$ cat src/inc/gpio_port_pkg.sv
// GPIO port constants: register map, codes, resets
package gpio_port_pkg;

    // ------------------------------------------------------------------
    // Register byte offsets on the APB slave
    // ------------------------------------------------------------------
    localparam logic [11:0] DATA_BASE_OFS = 12'h000; // 0x000-0x3FC, mask=addr[9:2]
    localparam logic [11:0] DATA_LAST_OFS = 12'h3FC; // Last masked data word
    localparam logic [11:0] DIR_OFS = 12'h400; // Direction, 1 = output
    localparam logic [11:0] INT_TYPE_OFS = 12'h404; // 3-bit detect type per pin
    localparam logic [11:0] INT_EN_OFS = 12'h410; // Interrupt enable
    localparam logic [11:0] INT_RAW_OFS = 12'h414; // Sticky status, read only
    localparam logic [11:0] INT_MASKED_OFS = 12'h418; // Status and enable
    localparam logic [11:0] INT_CLR_OFS = 12'h41C; // Write one to clear
    localparam logic [11:0] PERIPH_SEL_OFS = 12'h420; // 1 = peripheral function
    localparam logic [11:0] DRIVE_OFS = 12'h500; // 2-bit drive code per pin
    localparam logic [11:0] OPEN_DRAIN_OFS = 12'h50C; // 1 = open drain
    localparam logic [11:0] PULL_OFS = 12'h510; // 2-bit pull code per pin
    localparam logic [11:0] SLEW_OFS = 12'h518; // Slew limit enable
    localparam logic [11:0] ADC_TRIG_OFS = 12'h530; // ADC trigger enable
    localparam logic [11:0] DMA_TRIG_OFS = 12'h534; // DMA trigger enable

    // ------------------------------------------------------------------
    // Field layout
    // ------------------------------------------------------------------
    localparam int MASK_ADDR_LSB = 2; // Pin mask sits at address bits 9:2
    localparam int TYPE_W = 3; // Width of one interrupt type field
    localparam int DRIVE_W = 2; // Width of one drive field
    localparam int PULL_W = 2; // Width of one pull field

    // ------------------------------------------------------------------
    // Codes
    // ------------------------------------------------------------------
    localparam logic [2:0] INT_FALLING = 3'h0; // Falling edge
    localparam logic [2:0] INT_RISING = 3'h1; // Rising edge
    localparam logic [2:0] INT_BOTH = 3'h2; // Both edges
    localparam logic [2:0] INT_LOW = 3'h3; // Low level
    localparam logic [2:0] INT_HIGH = 3'h4; // High level
    localparam logic [1:0] DRIVE_2MA = 2'h0; // 2 mA
    localparam logic [1:0] DRIVE_4MA = 2'h1; // 4 mA
    localparam logic [1:0] DRIVE_8MA = 2'h2; // 8 mA
    localparam logic [1:0] PULL_NONE = 2'h0; // No pull
    localparam logic [1:0] PULL_UP = 2'h1; // Weak pull-up
    localparam logic [1:0] PULL_DOWN = 2'h2; // Weak pull-down

    // ------------------------------------------------------------------
    // Reset values
    // ------------------------------------------------------------------
    localparam logic [7:0] DIR_RST = 8'h00; // All inputs
    localparam logic [7:0] PERIPH_SEL_RST = 8'h00; // All general purpose
    localparam logic [7:0] OPEN_DRAIN_RST = 8'h00; // All push-pull
    localparam logic [23:0] INT_TYPE_RST = 24'h000000; // Falling edge
    localparam logic [15:0] DRIVE_RST = 16'h0000; // All 2 mA
    localparam logic [15:0] PULL_RST = 16'h0000; // All no pull

endpackage

$ cat src/hdl/gpio_port_pins.sv
// GPIO port with APB registers, pad control, interrupts and triggers
`timescale 1ns/10ps

// Function
// - Up to eight pins, selected by index
// - Per-pin direction; inputs after reset
// - Input interrupt on level or edge types
// - Drive 2/4/8 mA, resets to 2 mA
// - Slew limit only effective at 8 mA
// - Pull-up, pull-down or none; none at reset
// - Optional open drain; push-pull at reset
// - GPIO or peripheral; absent peripheral does nothing
// - Eight-bit mask, bit n is pin n
// - Masked read returns selected pins only
// - Address-masked write updates selected pins together
// - Per-pin enable as ADC start trigger
// - ADC trigger keeps interrupt path alive
// - Per-pin ADC trigger disable stops starts
// - Per-pin enable as DMA start trigger
// - Peripheral drives or receives pin in hardware
module gpio_port_pins #(
    parameter int NUM_PINS = 8,
    parameter logic [7:0] PERIPH_PRESENT = 8'hFF
) (
    // Clock and reset
    input wire logic I_MCLK,
    input wire logic I_RESETN,
    // APB slave
    input wire logic I_PSEL,
    input wire logic I_PENABLE,
    input wire logic I_PWRITE,
    input wire logic [11:0] I_PADDR,
    input wire logic [31:0] I_PWDATA,
    output logic [31:0] O_PRDATA,
    output logic O_PREADY,
    output logic O_PSLVERR,
    // Pads
    input wire logic [NUM_PINS-1:0] I_PAD_IN,
    output logic [NUM_PINS-1:0] O_PAD_OUT,
    output logic [NUM_PINS-1:0] O_PAD_OE,
    output logic [NUM_PINS-1:0] O_PULL_UP,
    output logic [NUM_PINS-1:0] O_PULL_DOWN,
    output logic [NUM_PINS-1:0] O_DRIVE_4MA,
    output logic [NUM_PINS-1:0] O_DRIVE_8MA,
    output logic [NUM_PINS-1:0] O_SLEW_LIMIT,
    // Peripheral functions
    input wire logic [NUM_PINS-1:0] I_PERIPH_OUT,
    input wire logic [NUM_PINS-1:0] I_PERIPH_OE,
    output logic [NUM_PINS-1:0] O_PERIPH_IN,
    // Interrupt and triggers
    output logic O_IRQ,
    output logic O_ADC_TRIG,
    output logic O_DMA_TRIG
);
    import gpio_port_pkg::*;

    // ------------------------------------------------------------------
    // Elaboration check
    // ------------------------------------------------------------------
    if (NUM_PINS < 1 || NUM_PINS > 8) begin : g_bad_pins
        $error("NUM_PINS must lie between 1 and 8");
    end

    localparam int N = NUM_PINS;

    // Decode an APB address into the pin mask it carries
    function automatic logic [N-1:0] addr_mask(input logic [11:0] a);
        logic [7:0] m;
        m = a[MASK_ADDR_LSB+7:MASK_ADDR_LSB];
        return m[N-1:0];
    endfunction

    // Is the address inside the masked data window
    function automatic logic in_data(input logic [11:0] a);
        return (a >= DATA_BASE_OFS) && (a <= DATA_LAST_OFS);
    endfunction

    // ------------------------------------------------------------------
    // Register state
    // ------------------------------------------------------------------
    logic [N-1:0] data_r, data_nxt; // Output data values
    logic [N-1:0] dir_r, dir_nxt; // Direction
    logic [TYPE_W*N-1:0] type_r, type_nxt; // Interrupt type fields
    logic [N-1:0] int_en_r, int_en_nxt; // Interrupt enables
    logic [N-1:0] int_raw_r, int_raw_nxt; // Sticky status
    logic [N-1:0] psel_r, psel_nxt; // Peripheral select
    logic [DRIVE_W*N-1:0] drive_r, drive_nxt; // Drive fields
    logic [N-1:0] od_r, od_nxt; // Open drain
    logic [PULL_W*N-1:0] pull_r, pull_nxt; // Pull fields
    logic [N-1:0] slew_r, slew_nxt; // Slew limit requests
    logic [N-1:0] adc_en_r, adc_en_nxt; // ADC trigger enables
    logic [N-1:0] dma_en_r, dma_en_nxt; // DMA trigger enables
    logic [31:0] rdata_r, rdata_nxt; // Read data
    logic ready_r, ready_nxt; // Access-phase ready
    logic err_r, err_nxt; // Access-phase error

    // ------------------------------------------------------------------
    // Input path
    // ------------------------------------------------------------------
    logic [N-1:0] pin_level; // Filtered pad levels
    logic [N-1:0] pin_rise; // Rising pulses
    logic [N-1:0] pin_fall; // Falling pulses
    logic [N-1:0] pin_event; // Detected condition per pin

    // Synchronise pads before detection
    gpio_pin_sync #(
        .NUM_PINS(N)
    ) u_sync (
        .clk(I_MCLK),
        .rst_n(I_RESETN),
        .i_pad(I_PAD_IN),
        .o_level(pin_level),
        .o_rise(pin_rise),
        .o_fall(pin_fall)
    );

    // Per-pin condition select, inputs only
    always_comb begin
        pin_event = '0;
        for (int i = 0; i < N; i++) begin
            unique case (type_r[TYPE_W*i +: TYPE_W])
                INT_FALLING: pin_event[i] = pin_fall[i];
                INT_RISING: pin_event[i] = pin_rise[i];
                INT_BOTH: pin_event[i] = pin_rise[i] | pin_fall[i];
                INT_LOW: pin_event[i] = ~pin_level[i];
                INT_HIGH: pin_event[i] = pin_level[i];
                default: pin_event[i] = 1'b0; // Unused codes
            endcase
            // Detection lives on GPIO inputs only
            if (dir_r[i] || psel_r[i]) begin
                pin_event[i] = 1'b0;
            end
        end
    end

    // ------------------------------------------------------------------
    // APB access decode
    // ------------------------------------------------------------------
    logic setup_ph; // Setup cycle seen
    logic wr_ph; // Write takes effect here
    logic [N-1:0] wmask; // Pin mask for data writes
    logic [N-1:0] wbits; // Write data for pins
    logic [N-1:0] clr_bits; // Status clears this cycle

    assign setup_ph = I_PSEL && !I_PENABLE;
    assign wr_ph = I_PSEL && I_PENABLE && ready_r && I_PWRITE && !err_r;
    assign wmask = addr_mask(I_PADDR);
    assign wbits = I_PWDATA[N-1:0];

    // Register writes and sticky status
    always_comb begin
        data_nxt = data_r;
        dir_nxt = dir_r;
        type_nxt = type_r;
        int_en_nxt = int_en_r;
        psel_nxt = psel_r;
        drive_nxt = drive_r;
        od_nxt = od_r;
        pull_nxt = pull_r;
        slew_nxt = slew_r;
        adc_en_nxt = adc_en_r;
        dma_en_nxt = dma_en_r;
        clr_bits = '0;
        if (wr_ph) begin
            if (in_data(I_PADDR)) begin
                // Selected pins change together
                data_nxt = (data_r & ~wmask) | (wbits & wmask);
            end else begin
                unique case (I_PADDR)
                    DIR_OFS: dir_nxt = wbits;
                    INT_TYPE_OFS: type_nxt = I_PWDATA[TYPE_W*N-1:0];
                    INT_EN_OFS: int_en_nxt = wbits;
                    INT_CLR_OFS: clr_bits = wbits;
                    PERIPH_SEL_OFS: psel_nxt = wbits;
                    DRIVE_OFS: drive_nxt = I_PWDATA[DRIVE_W*N-1:0];
                    OPEN_DRAIN_OFS: od_nxt = wbits;
                    PULL_OFS: pull_nxt = I_PWDATA[PULL_W*N-1:0];
                    SLEW_OFS: slew_nxt = wbits;
                    ADC_TRIG_OFS: adc_en_nxt = wbits;
                    DMA_TRIG_OFS: dma_en_nxt = wbits;
                    default: ; // Read-only locations
                endcase
            end
        end
        // New event wins over a clear in the same cycle
        int_raw_nxt = (int_raw_r & ~clr_bits) | pin_event;
    end

    // Read mux and answer for the following access phase
    always_comb begin
        rdata_nxt = 32'h00000000;
        ready_nxt = 1'b0;
        err_nxt = 1'b0;
        if (setup_ph) begin
            ready_nxt = 1'b1;
            if (in_data(I_PADDR)) begin
                // Outputs read back their data, inputs the pad
                rdata_nxt[N-1:0] = ((data_r & dir_r) | (pin_level & ~dir_r))
                    & addr_mask(I_PADDR);
            end else begin
                unique case (I_PADDR)
                    DIR_OFS: rdata_nxt[N-1:0] = dir_r;
                    INT_TYPE_OFS: rdata_nxt[TYPE_W*N-1:0] = type_r;
                    INT_EN_OFS: rdata_nxt[N-1:0] = int_en_r;
                    INT_RAW_OFS: rdata_nxt[N-1:0] = int_raw_r;
                    INT_MASKED_OFS: rdata_nxt[N-1:0] = int_raw_r & int_en_r;
                    INT_CLR_OFS: rdata_nxt = 32'h00000000;
                    PERIPH_SEL_OFS: rdata_nxt[N-1:0] = psel_r;
                    DRIVE_OFS: rdata_nxt[DRIVE_W*N-1:0] = drive_r;
                    OPEN_DRAIN_OFS: rdata_nxt[N-1:0] = od_r;
                    PULL_OFS: rdata_nxt[PULL_W*N-1:0] = pull_r;
                    SLEW_OFS: rdata_nxt[N-1:0] = slew_r;
                    ADC_TRIG_OFS: rdata_nxt[N-1:0] = adc_en_r;
                    DMA_TRIG_OFS: rdata_nxt[N-1:0] = dma_en_r;
                    default: err_nxt = 1'b1; // Unmapped address
                endcase
            end
            // Read-only status locations refuse writes; the write-only clear reads as zero without error
            if (I_PWRITE && (I_PADDR == INT_RAW_OFS
                || I_PADDR == INT_MASKED_OFS)) begin
                rdata_nxt = 32'h00000000;
                err_nxt = 1'b1;
            end
        end
    end

    // Register block
    always_ff @(posedge I_MCLK or negedge I_RESETN) begin
        if (!I_RESETN) begin
            data_r <= '0;
            dir_r <= DIR_RST[N-1:0];
            type_r <= INT_TYPE_RST[TYPE_W*N-1:0];
            int_en_r <= '0;
            int_raw_r <= '0;
            psel_r <= PERIPH_SEL_RST[N-1:0];
            drive_r <= DRIVE_RST[DRIVE_W*N-1:0];
            od_r <= OPEN_DRAIN_RST[N-1:0];
            pull_r <= PULL_RST[PULL_W*N-1:0];
            slew_r <= '0;
            adc_en_r <= '0;
            dma_en_r <= '0;
            rdata_r <= 32'h00000000;
            ready_r <= 1'b0;
            err_r <= 1'b0;
        end else begin
            data_r <= data_nxt;
            dir_r <= dir_nxt;
            type_r <= type_nxt;
            int_en_r <= int_en_nxt;
            int_raw_r <= int_raw_nxt;
            psel_r <= psel_nxt;
            drive_r <= drive_nxt;
            od_r <= od_nxt;
            pull_r <= pull_nxt;
            slew_r <= slew_nxt;
            adc_en_r <= adc_en_nxt;
            dma_en_r <= dma_en_nxt;
            rdata_r <= rdata_nxt;
            ready_r <= ready_nxt;
            err_r <= err_nxt;
        end
    end

    // ------------------------------------------------------------------
    // Pad drive, interrupt and trigger outputs
    // ------------------------------------------------------------------
    logic [N-1:0] pad_out_r, pad_out_nxt; // Pad output value
    logic [N-1:0] pad_oe_r, pad_oe_nxt; // Pad output enable
    logic [N-1:0] pu_r, pu_nxt; // Pull-up enable
    logic [N-1:0] pd_r, pd_nxt; // Pull-down enable
    logic [N-1:0] d4_r, d4_nxt; // 4 mA select
    logic [N-1:0] d8_r, d8_nxt; // 8 mA select
    logic [N-1:0] sl_r, sl_nxt; // Slew limit active
    logic [N-1:0] pin_in_r, pin_in_nxt; // Level to peripherals
    logic irq_r, irq_nxt; // Interrupt level
    logic adc_r, adc_nxt; // ADC start pulse
    logic dma_r, dma_nxt; // DMA start pulse

    // Per-pin pad control
    always_comb begin
        for (int i = 0; i < N; i++) begin
            logic drv_val;
            logic drv_en;
            drv_val = data_r[i];
            drv_en = dir_r[i];
            if (psel_r[i]) begin
                // Peripheral takes the pin, if it exists
                drv_val = I_PERIPH_OUT[i];
                drv_en = I_PERIPH_OE[i] & PERIPH_PRESENT[i];
            end
            if (od_r[i]) begin
                // Open drain only ever pulls low
                pad_out_nxt[i] = 1'b0;
                pad_oe_nxt[i] = drv_en & ~drv_val;
            end else begin
                pad_out_nxt[i] = drv_val;
                pad_oe_nxt[i] = drv_en;
            end
            pu_nxt[i] = pull_r[PULL_W*i +: PULL_W] == PULL_UP;
            pd_nxt[i] = pull_r[PULL_W*i +: PULL_W] == PULL_DOWN;
            d4_nxt[i] = drive_r[DRIVE_W*i +: DRIVE_W] == DRIVE_4MA;
            d8_nxt[i] = drive_r[DRIVE_W*i +: DRIVE_W] == DRIVE_8MA;
            sl_nxt[i] = slew_r[i] & d8_nxt[i];
            pin_in_nxt[i] = pin_level[i] & psel_r[i] & PERIPH_PRESENT[i];
        end
        irq_nxt = |(int_raw_r & int_en_r);
        // Triggers share detection; interrupt path untouched
        adc_nxt = |(pin_event & adc_en_r);
        dma_nxt = |(pin_event & dma_en_r);
    end

    // Output registers
    always_ff @(posedge I_MCLK or negedge I_RESETN) begin
        if (!I_RESETN) begin
            pad_out_r <= '0;
            pad_oe_r <= '0;
            pu_r <= '0;
            pd_r <= '0;
            d4_r <= '0;
            d8_r <= '0;
            sl_r <= '0;
            pin_in_r <= '0;
            irq_r <= 1'b0;
            adc_r <= 1'b0;
            dma_r <= 1'b0;
        end else begin
            pad_out_r <= pad_out_nxt;
            pad_oe_r <= pad_oe_nxt;
            pu_r <= pu_nxt;
            pd_r <= pd_nxt;
            d4_r <= d4_nxt;
            d8_r <= d8_nxt;
            sl_r <= sl_nxt;
            pin_in_r <= pin_in_nxt;
            irq_r <= irq_nxt;
            adc_r <= adc_nxt;
            dma_r <= dma_nxt;
        end
    end

    // Port connections, all from flip-flops
    assign O_PRDATA = rdata_r;
    assign O_PREADY = ready_r;
    assign O_PSLVERR = err_r;
    assign O_PAD_OUT = pad_out_r;
    assign O_PAD_OE = pad_oe_r;
    assign O_PULL_UP = pu_r;
    assign O_PULL_DOWN = pd_r;
    assign O_DRIVE_4MA = d4_r;
    assign O_DRIVE_8MA = d8_r;
    assign O_SLEW_LIMIT = sl_r;
    assign O_PERIPH_IN = pin_in_r;
    assign O_IRQ = irq_r;
    assign O_ADC_TRIG = adc_r;
    assign O_DMA_TRIG = dma_r;

endmodule

$ cat src/hdl/gpio_pin_sync.sv
// Pad input synchroniser and edge finder for the whole port
`timescale 1ns/10ps
module gpio_pin_sync #(
    parameter int NUM_PINS = 8
) (
    // Clock and reset
    input wire logic clk,
    input wire logic rst_n,
    // Raw pad levels
    input wire logic [NUM_PINS-1:0] i_pad,
    // Filtered level and edge pulses
    output logic [NUM_PINS-1:0] o_level,
    output logic [NUM_PINS-1:0] o_rise,
    output logic [NUM_PINS-1:0] o_fall
);

    // ------------------------------------------------------------------
    // State
    // ------------------------------------------------------------------
    logic [NUM_PINS-1:0] s1_r, s2_r, s3_r; // Three-stage chain
    logic [NUM_PINS-1:0] level_r, level_nxt; // Accepted level
    logic [NUM_PINS-1:0] rise_r, rise_nxt; // One-cycle rising pulse
    logic [NUM_PINS-1:0] fall_r, fall_nxt; // One-cycle falling pulse

    // Accept a change only when the second and third stages agree
    always_comb begin
        level_nxt = level_r;
        for (int i = 0; i < NUM_PINS; i++) begin
            if (s2_r[i] == s3_r[i]) begin
                level_nxt[i] = s3_r[i];
            end
        end
        rise_nxt = level_nxt & ~level_r;
        fall_nxt = ~level_nxt & level_r;
    end

    // Register chain and results
    always_ff @(posedge clk or negedge rst_n) begin
        if (!rst_n) begin
            s1_r <= '0;
            s2_r <= '0;
            s3_r <= '0;
            level_r <= '0;
            rise_r <= '0;
            fall_r <= '0;
        end else begin
            s1_r <= i_pad;
            s2_r <= s1_r;
            s3_r <= s2_r;
            level_r <= level_nxt;
            rise_r <= rise_nxt;
            fall_r <= fall_nxt;
        end
    end

    assign o_level = level_r;
    assign o_rise = rise_r;
    assign o_fall = fall_r;

endmodule

$ cat config.mk
export PLATFORM = sky130hd
export DESIGN_NAME = gpio_port_pins
export DESIGN_NICKNAME = d
export VERILOG_FILES = /design/src/inc/gpio_port_pkg.sv /design/src/hdl/gpio_port_pins.sv /design/src/hdl/gpio_pin_sync.sv
export SDC_FILE = /design/constraint.sdc
export NUM_CORES = 1
export LEC_CHECK = 0
export ABC_CLOCK_PERIOD_IN_PS = 2200
export BUFFER_PORTS_ARGS = -buffer_cell sky130_fd_sc_hd__buf_2
export CAP_MARGIN = 5
export CORE_MARGIN = 2
export CORE_UTILIZATION = 35
export DETAILED_ROUTE_END_ITERATION = 10
export GPL_TIMING_DRIVEN = 1
export PLACE_DENSITY = 0.53
export RECOVER_POWER = 25
export REMOVE_ABC_BUFFERS = 1
export SLEW_MARGIN = 0
export SYNTH_ARGS = -nofsm -noshare
export SYNTH_HDL_FRONTEND = slang
export SYNTH_SLANG_ARGS = --single-unit
export TNS_END_PERCENT = 1
$ cat constraint.sdc
create_clock -name I_MCLK -period 2.2 [get_ports I_MCLK]
set_input_delay 0.66 -clock I_MCLK [delete_from_list [all_inputs] [get_ports I_MCLK]]
set_output_delay 0.66 -clock I_MCLK [all_outputs]
set_load 0.01 [all_outputs]
==> results.ini <==
[run_status]
status = finished with violations
violations = negative setup slack

[critical_path]
crit_type = in2reg
path_buf_inv = 3
critPathRequiredTime_ns = 2.63
crit_slowest_cell = or4_4
max_stage_delay_ns = 0.48
critPathCaptureType = flip-flop
crit_arrival_ns = 2.63
crit_chain = clkbuf_4, buf_12, or4_4, or2_4, nor4_4, buf_4, mux2_2
crit_family = simple AND/OR/NAND/NOR gates
worstSetupPathDepth = 7
path_max_fanout = 5
worst_r2r_path_depth = 7
start_kind = input port

[yosys]
synth_top_area_share_pct = 58.9
synth-seq-area-share_pct = 58.9
yosys_warnings = 0
synthMostInstantiatedCell = dfrtp_1
synth.avg_cell_area_um2 = 12.8
ys_seq_elements = 269
synth.area.top_cells = dfrtp_1 59%, mux2_2 13%, nor2b_1 3.1%, nand2_1 2.1%, mux2i_1 1.8%
async_flop_share_pct = 100
synth_common_cells = 269 x dfrtp_1, 135 x mux2_2, 65 x nand2_1
syn-cell-area_um2 = 11400
ys_types = 63
synth_top_area_cell = dfrtp_1
synth_edf_count = 0
syn_inst = 894
ys.flop_type = dfrtp_1

[sta]
worst_slack_ns = -0.00151
fmax_ghz = 0.454
hold_viol_final = 0
tightest_slew_ns = 1.05
fin_crit_ns = 2.20
rsz0062_at_grt = true
drv_slew = 0
timing.final.crit_share_pct = 100
finalSetupTns_ns = -0.00151
slew_headroom_pct = 30.0
skew_ns = 0.00786
setup_violations = 1

[floorplan]
die_h_um = 185
core_um2 = 32400
ios = 174
die-width_um = 185
initial_core_util_pct = 35.3
rows = 66
die-area_um2 = 34100

[min_path]
min_path_cells = 1
hold_path.class = in2reg

[final_layout]
nets = 1245
layout-area-overhead-vs-synth_pct = 29.4
drive_gt1_share_pct = 41.0
final_area_um2 = 14800
postLayoutCoreUtil_pct = 45.7
fillers = 3058
antenna_cells = 0

[clock_tree]
cts_buffer_depth = 3
cts_root_buf = clkbuf_16
cts_made_buffers = 30
cts_tree = built
ctsHtreeMaxLevel = 1
path_clk_slew_ns = 0.06
clock_sinks = 269
clk_latency_ns = 0.55

[power_and_ir_drop]
p_leak_nw = 7.33
vdd_drop_max_uv = 520
powerDensity_nw_per_um2 = 731
total_power_w = 0.0108

[flow_run]
drv_cap = 0

[placed_design]
placed_cell_area_um2 = 13700
pre_cts_slack_ns = -0.707
io_buffer_count = 157
gp_congestion = 0.923
hpwl_um = 24500

[routing]
drcViolationCount = 0
first_pass_iters = 5
initialDrtViolationCount = 498
ant_nets = 0
wl_um = 33400
detail_route.wl_per_cell_um = 20.4
vias = 8110
vias_per_cell = 4.95

[global_route]
grt_pass1_vias = 8054
grt_max_degree = 61
antenna_found_initial = 2
grt-ovfl-total = 0
grt_pass1_wl_um = 50400
gr-usage-all-layers_pct = 19.8

-- cell type report --
class,instances,area [um2],area share [%]
clock inverter,16,158,1.07
tap,442,553,3.74
sequential,269,6730,45.5
inverter,14,52.6,0.355
multi-input combinational,578,4520,30.5
clock buffer,40,880,5.94
timing repair buffer,279,1910,12.9
-- cells by family (layout without fill, tap and decap cells) --
family / count (synthesis) / in the layout / share of synthesized area [%]
xor gates and xnor gates: 5 / 5 / 0.383
buffers and inverters: 54 / 349 / 2.40
and+or+nand+nor: 264 / 264 / 13.9
AOI/OAI and AO/OA: 142 / 142 / 8.99
muxes: 156 / 156 / 15.1
DFF: 269 / 269 / 58.9
adders and majority gates: 3 / 3 / 0.263
other: 1 / 8 / 0.0328
-- where the power goes --
part	internal (W)	total (W)	switching, W
clock network	0.00314	0.00515	0.00201
registers	0.00503	0.00509	0.0000585
logic	0.000232	0.000583	0.000351
total	0.00840	0.0108	0.00242
-- layer usage --
layer	part of all wire [%]	GRT usage, %	up-vias
met2	45	30.4	237
met5	0.084	0	-
met3	6.3	3.95	48
li1	-	-	3765
met4	1.7	4.06	4
met1	47	29.0	4056
-- metrics by stage --
step | hold WS (ns) | cells
2_1_floorplan | 0.331 | 861
3_3_place_gp | 0.333 | 1581
3_5_place_dp | 0.335 | 1581
4_1_cts | 0.192 | 1638
5_1_grt | 0.192 | 1638
6_report | 0.215 | 1638
-- state kept, by name, indices dropped and copies added, names as in the netlist, 16 cells and up, named ones only --
register and flops:
type_r 24, O_PRDATA 24, pull_r 16, drive_r 16
-- worst paths after layout --
check | from | endpoint | slack (ns)
hold reg to reg | u_sync.s1_r[2]$_DFF_PN0_ | u_sync.s2_r[2]$_DFF_PN0_ | 0.35
setup reg to reg | O_PREADY$_DFF_PN0_ | psel_r[5]$_DFFE_PN0P_ | 0.05
hold / removal | I_PAD_IN[1] | u_sync.s1_r[1]$_DFF_PN0_ | 0.21
setup / recovery | I_PADDR[3] | psel_r[5]$_DFFE_PN0P_ | -0.002
max in group asynchronous | I_RESETN | adc_en_r[3]$_DFFE_PN0P_ | 0.38
min in group asynchronous | I_RESETN | pull_r[12]$_DFFE_PN0P_ | 0.85
-- layout by cell type (no fill, tap or decap), types with 15 or more instances in the layout --
cell type,n
dfrtp_1,269
buf_2,155
mux2_2,131
buf_4,96
nand2_1,65
nor2b_1,57
nor2_1,35
clkbuf_16,31
mux2i_1,20
a211oi_1,19
a22oi_1,18
o21ai_0,18
buf_12,17
nand3_1,15
a21o_1,15
a221oi_1,15
-- worst register-to-register path, delay by kind of cell (launching register included) --
family	cells	cell delay (ns)
buf+inv	2	0.40
flops	1	0.38
mux	1	0.34
simple gates	4	0.93
-- what timing repair did --
item	4_1_cts	5_1_grt
hold buffers	1	0
gates resized for setup	3	12
pin swaps	2	2
buffers inserted	0	0
setup endpoints to repair	27	43
hold endpoints to repair	30	0
cloned	0	0
Power figures use the tool's default switching activity.
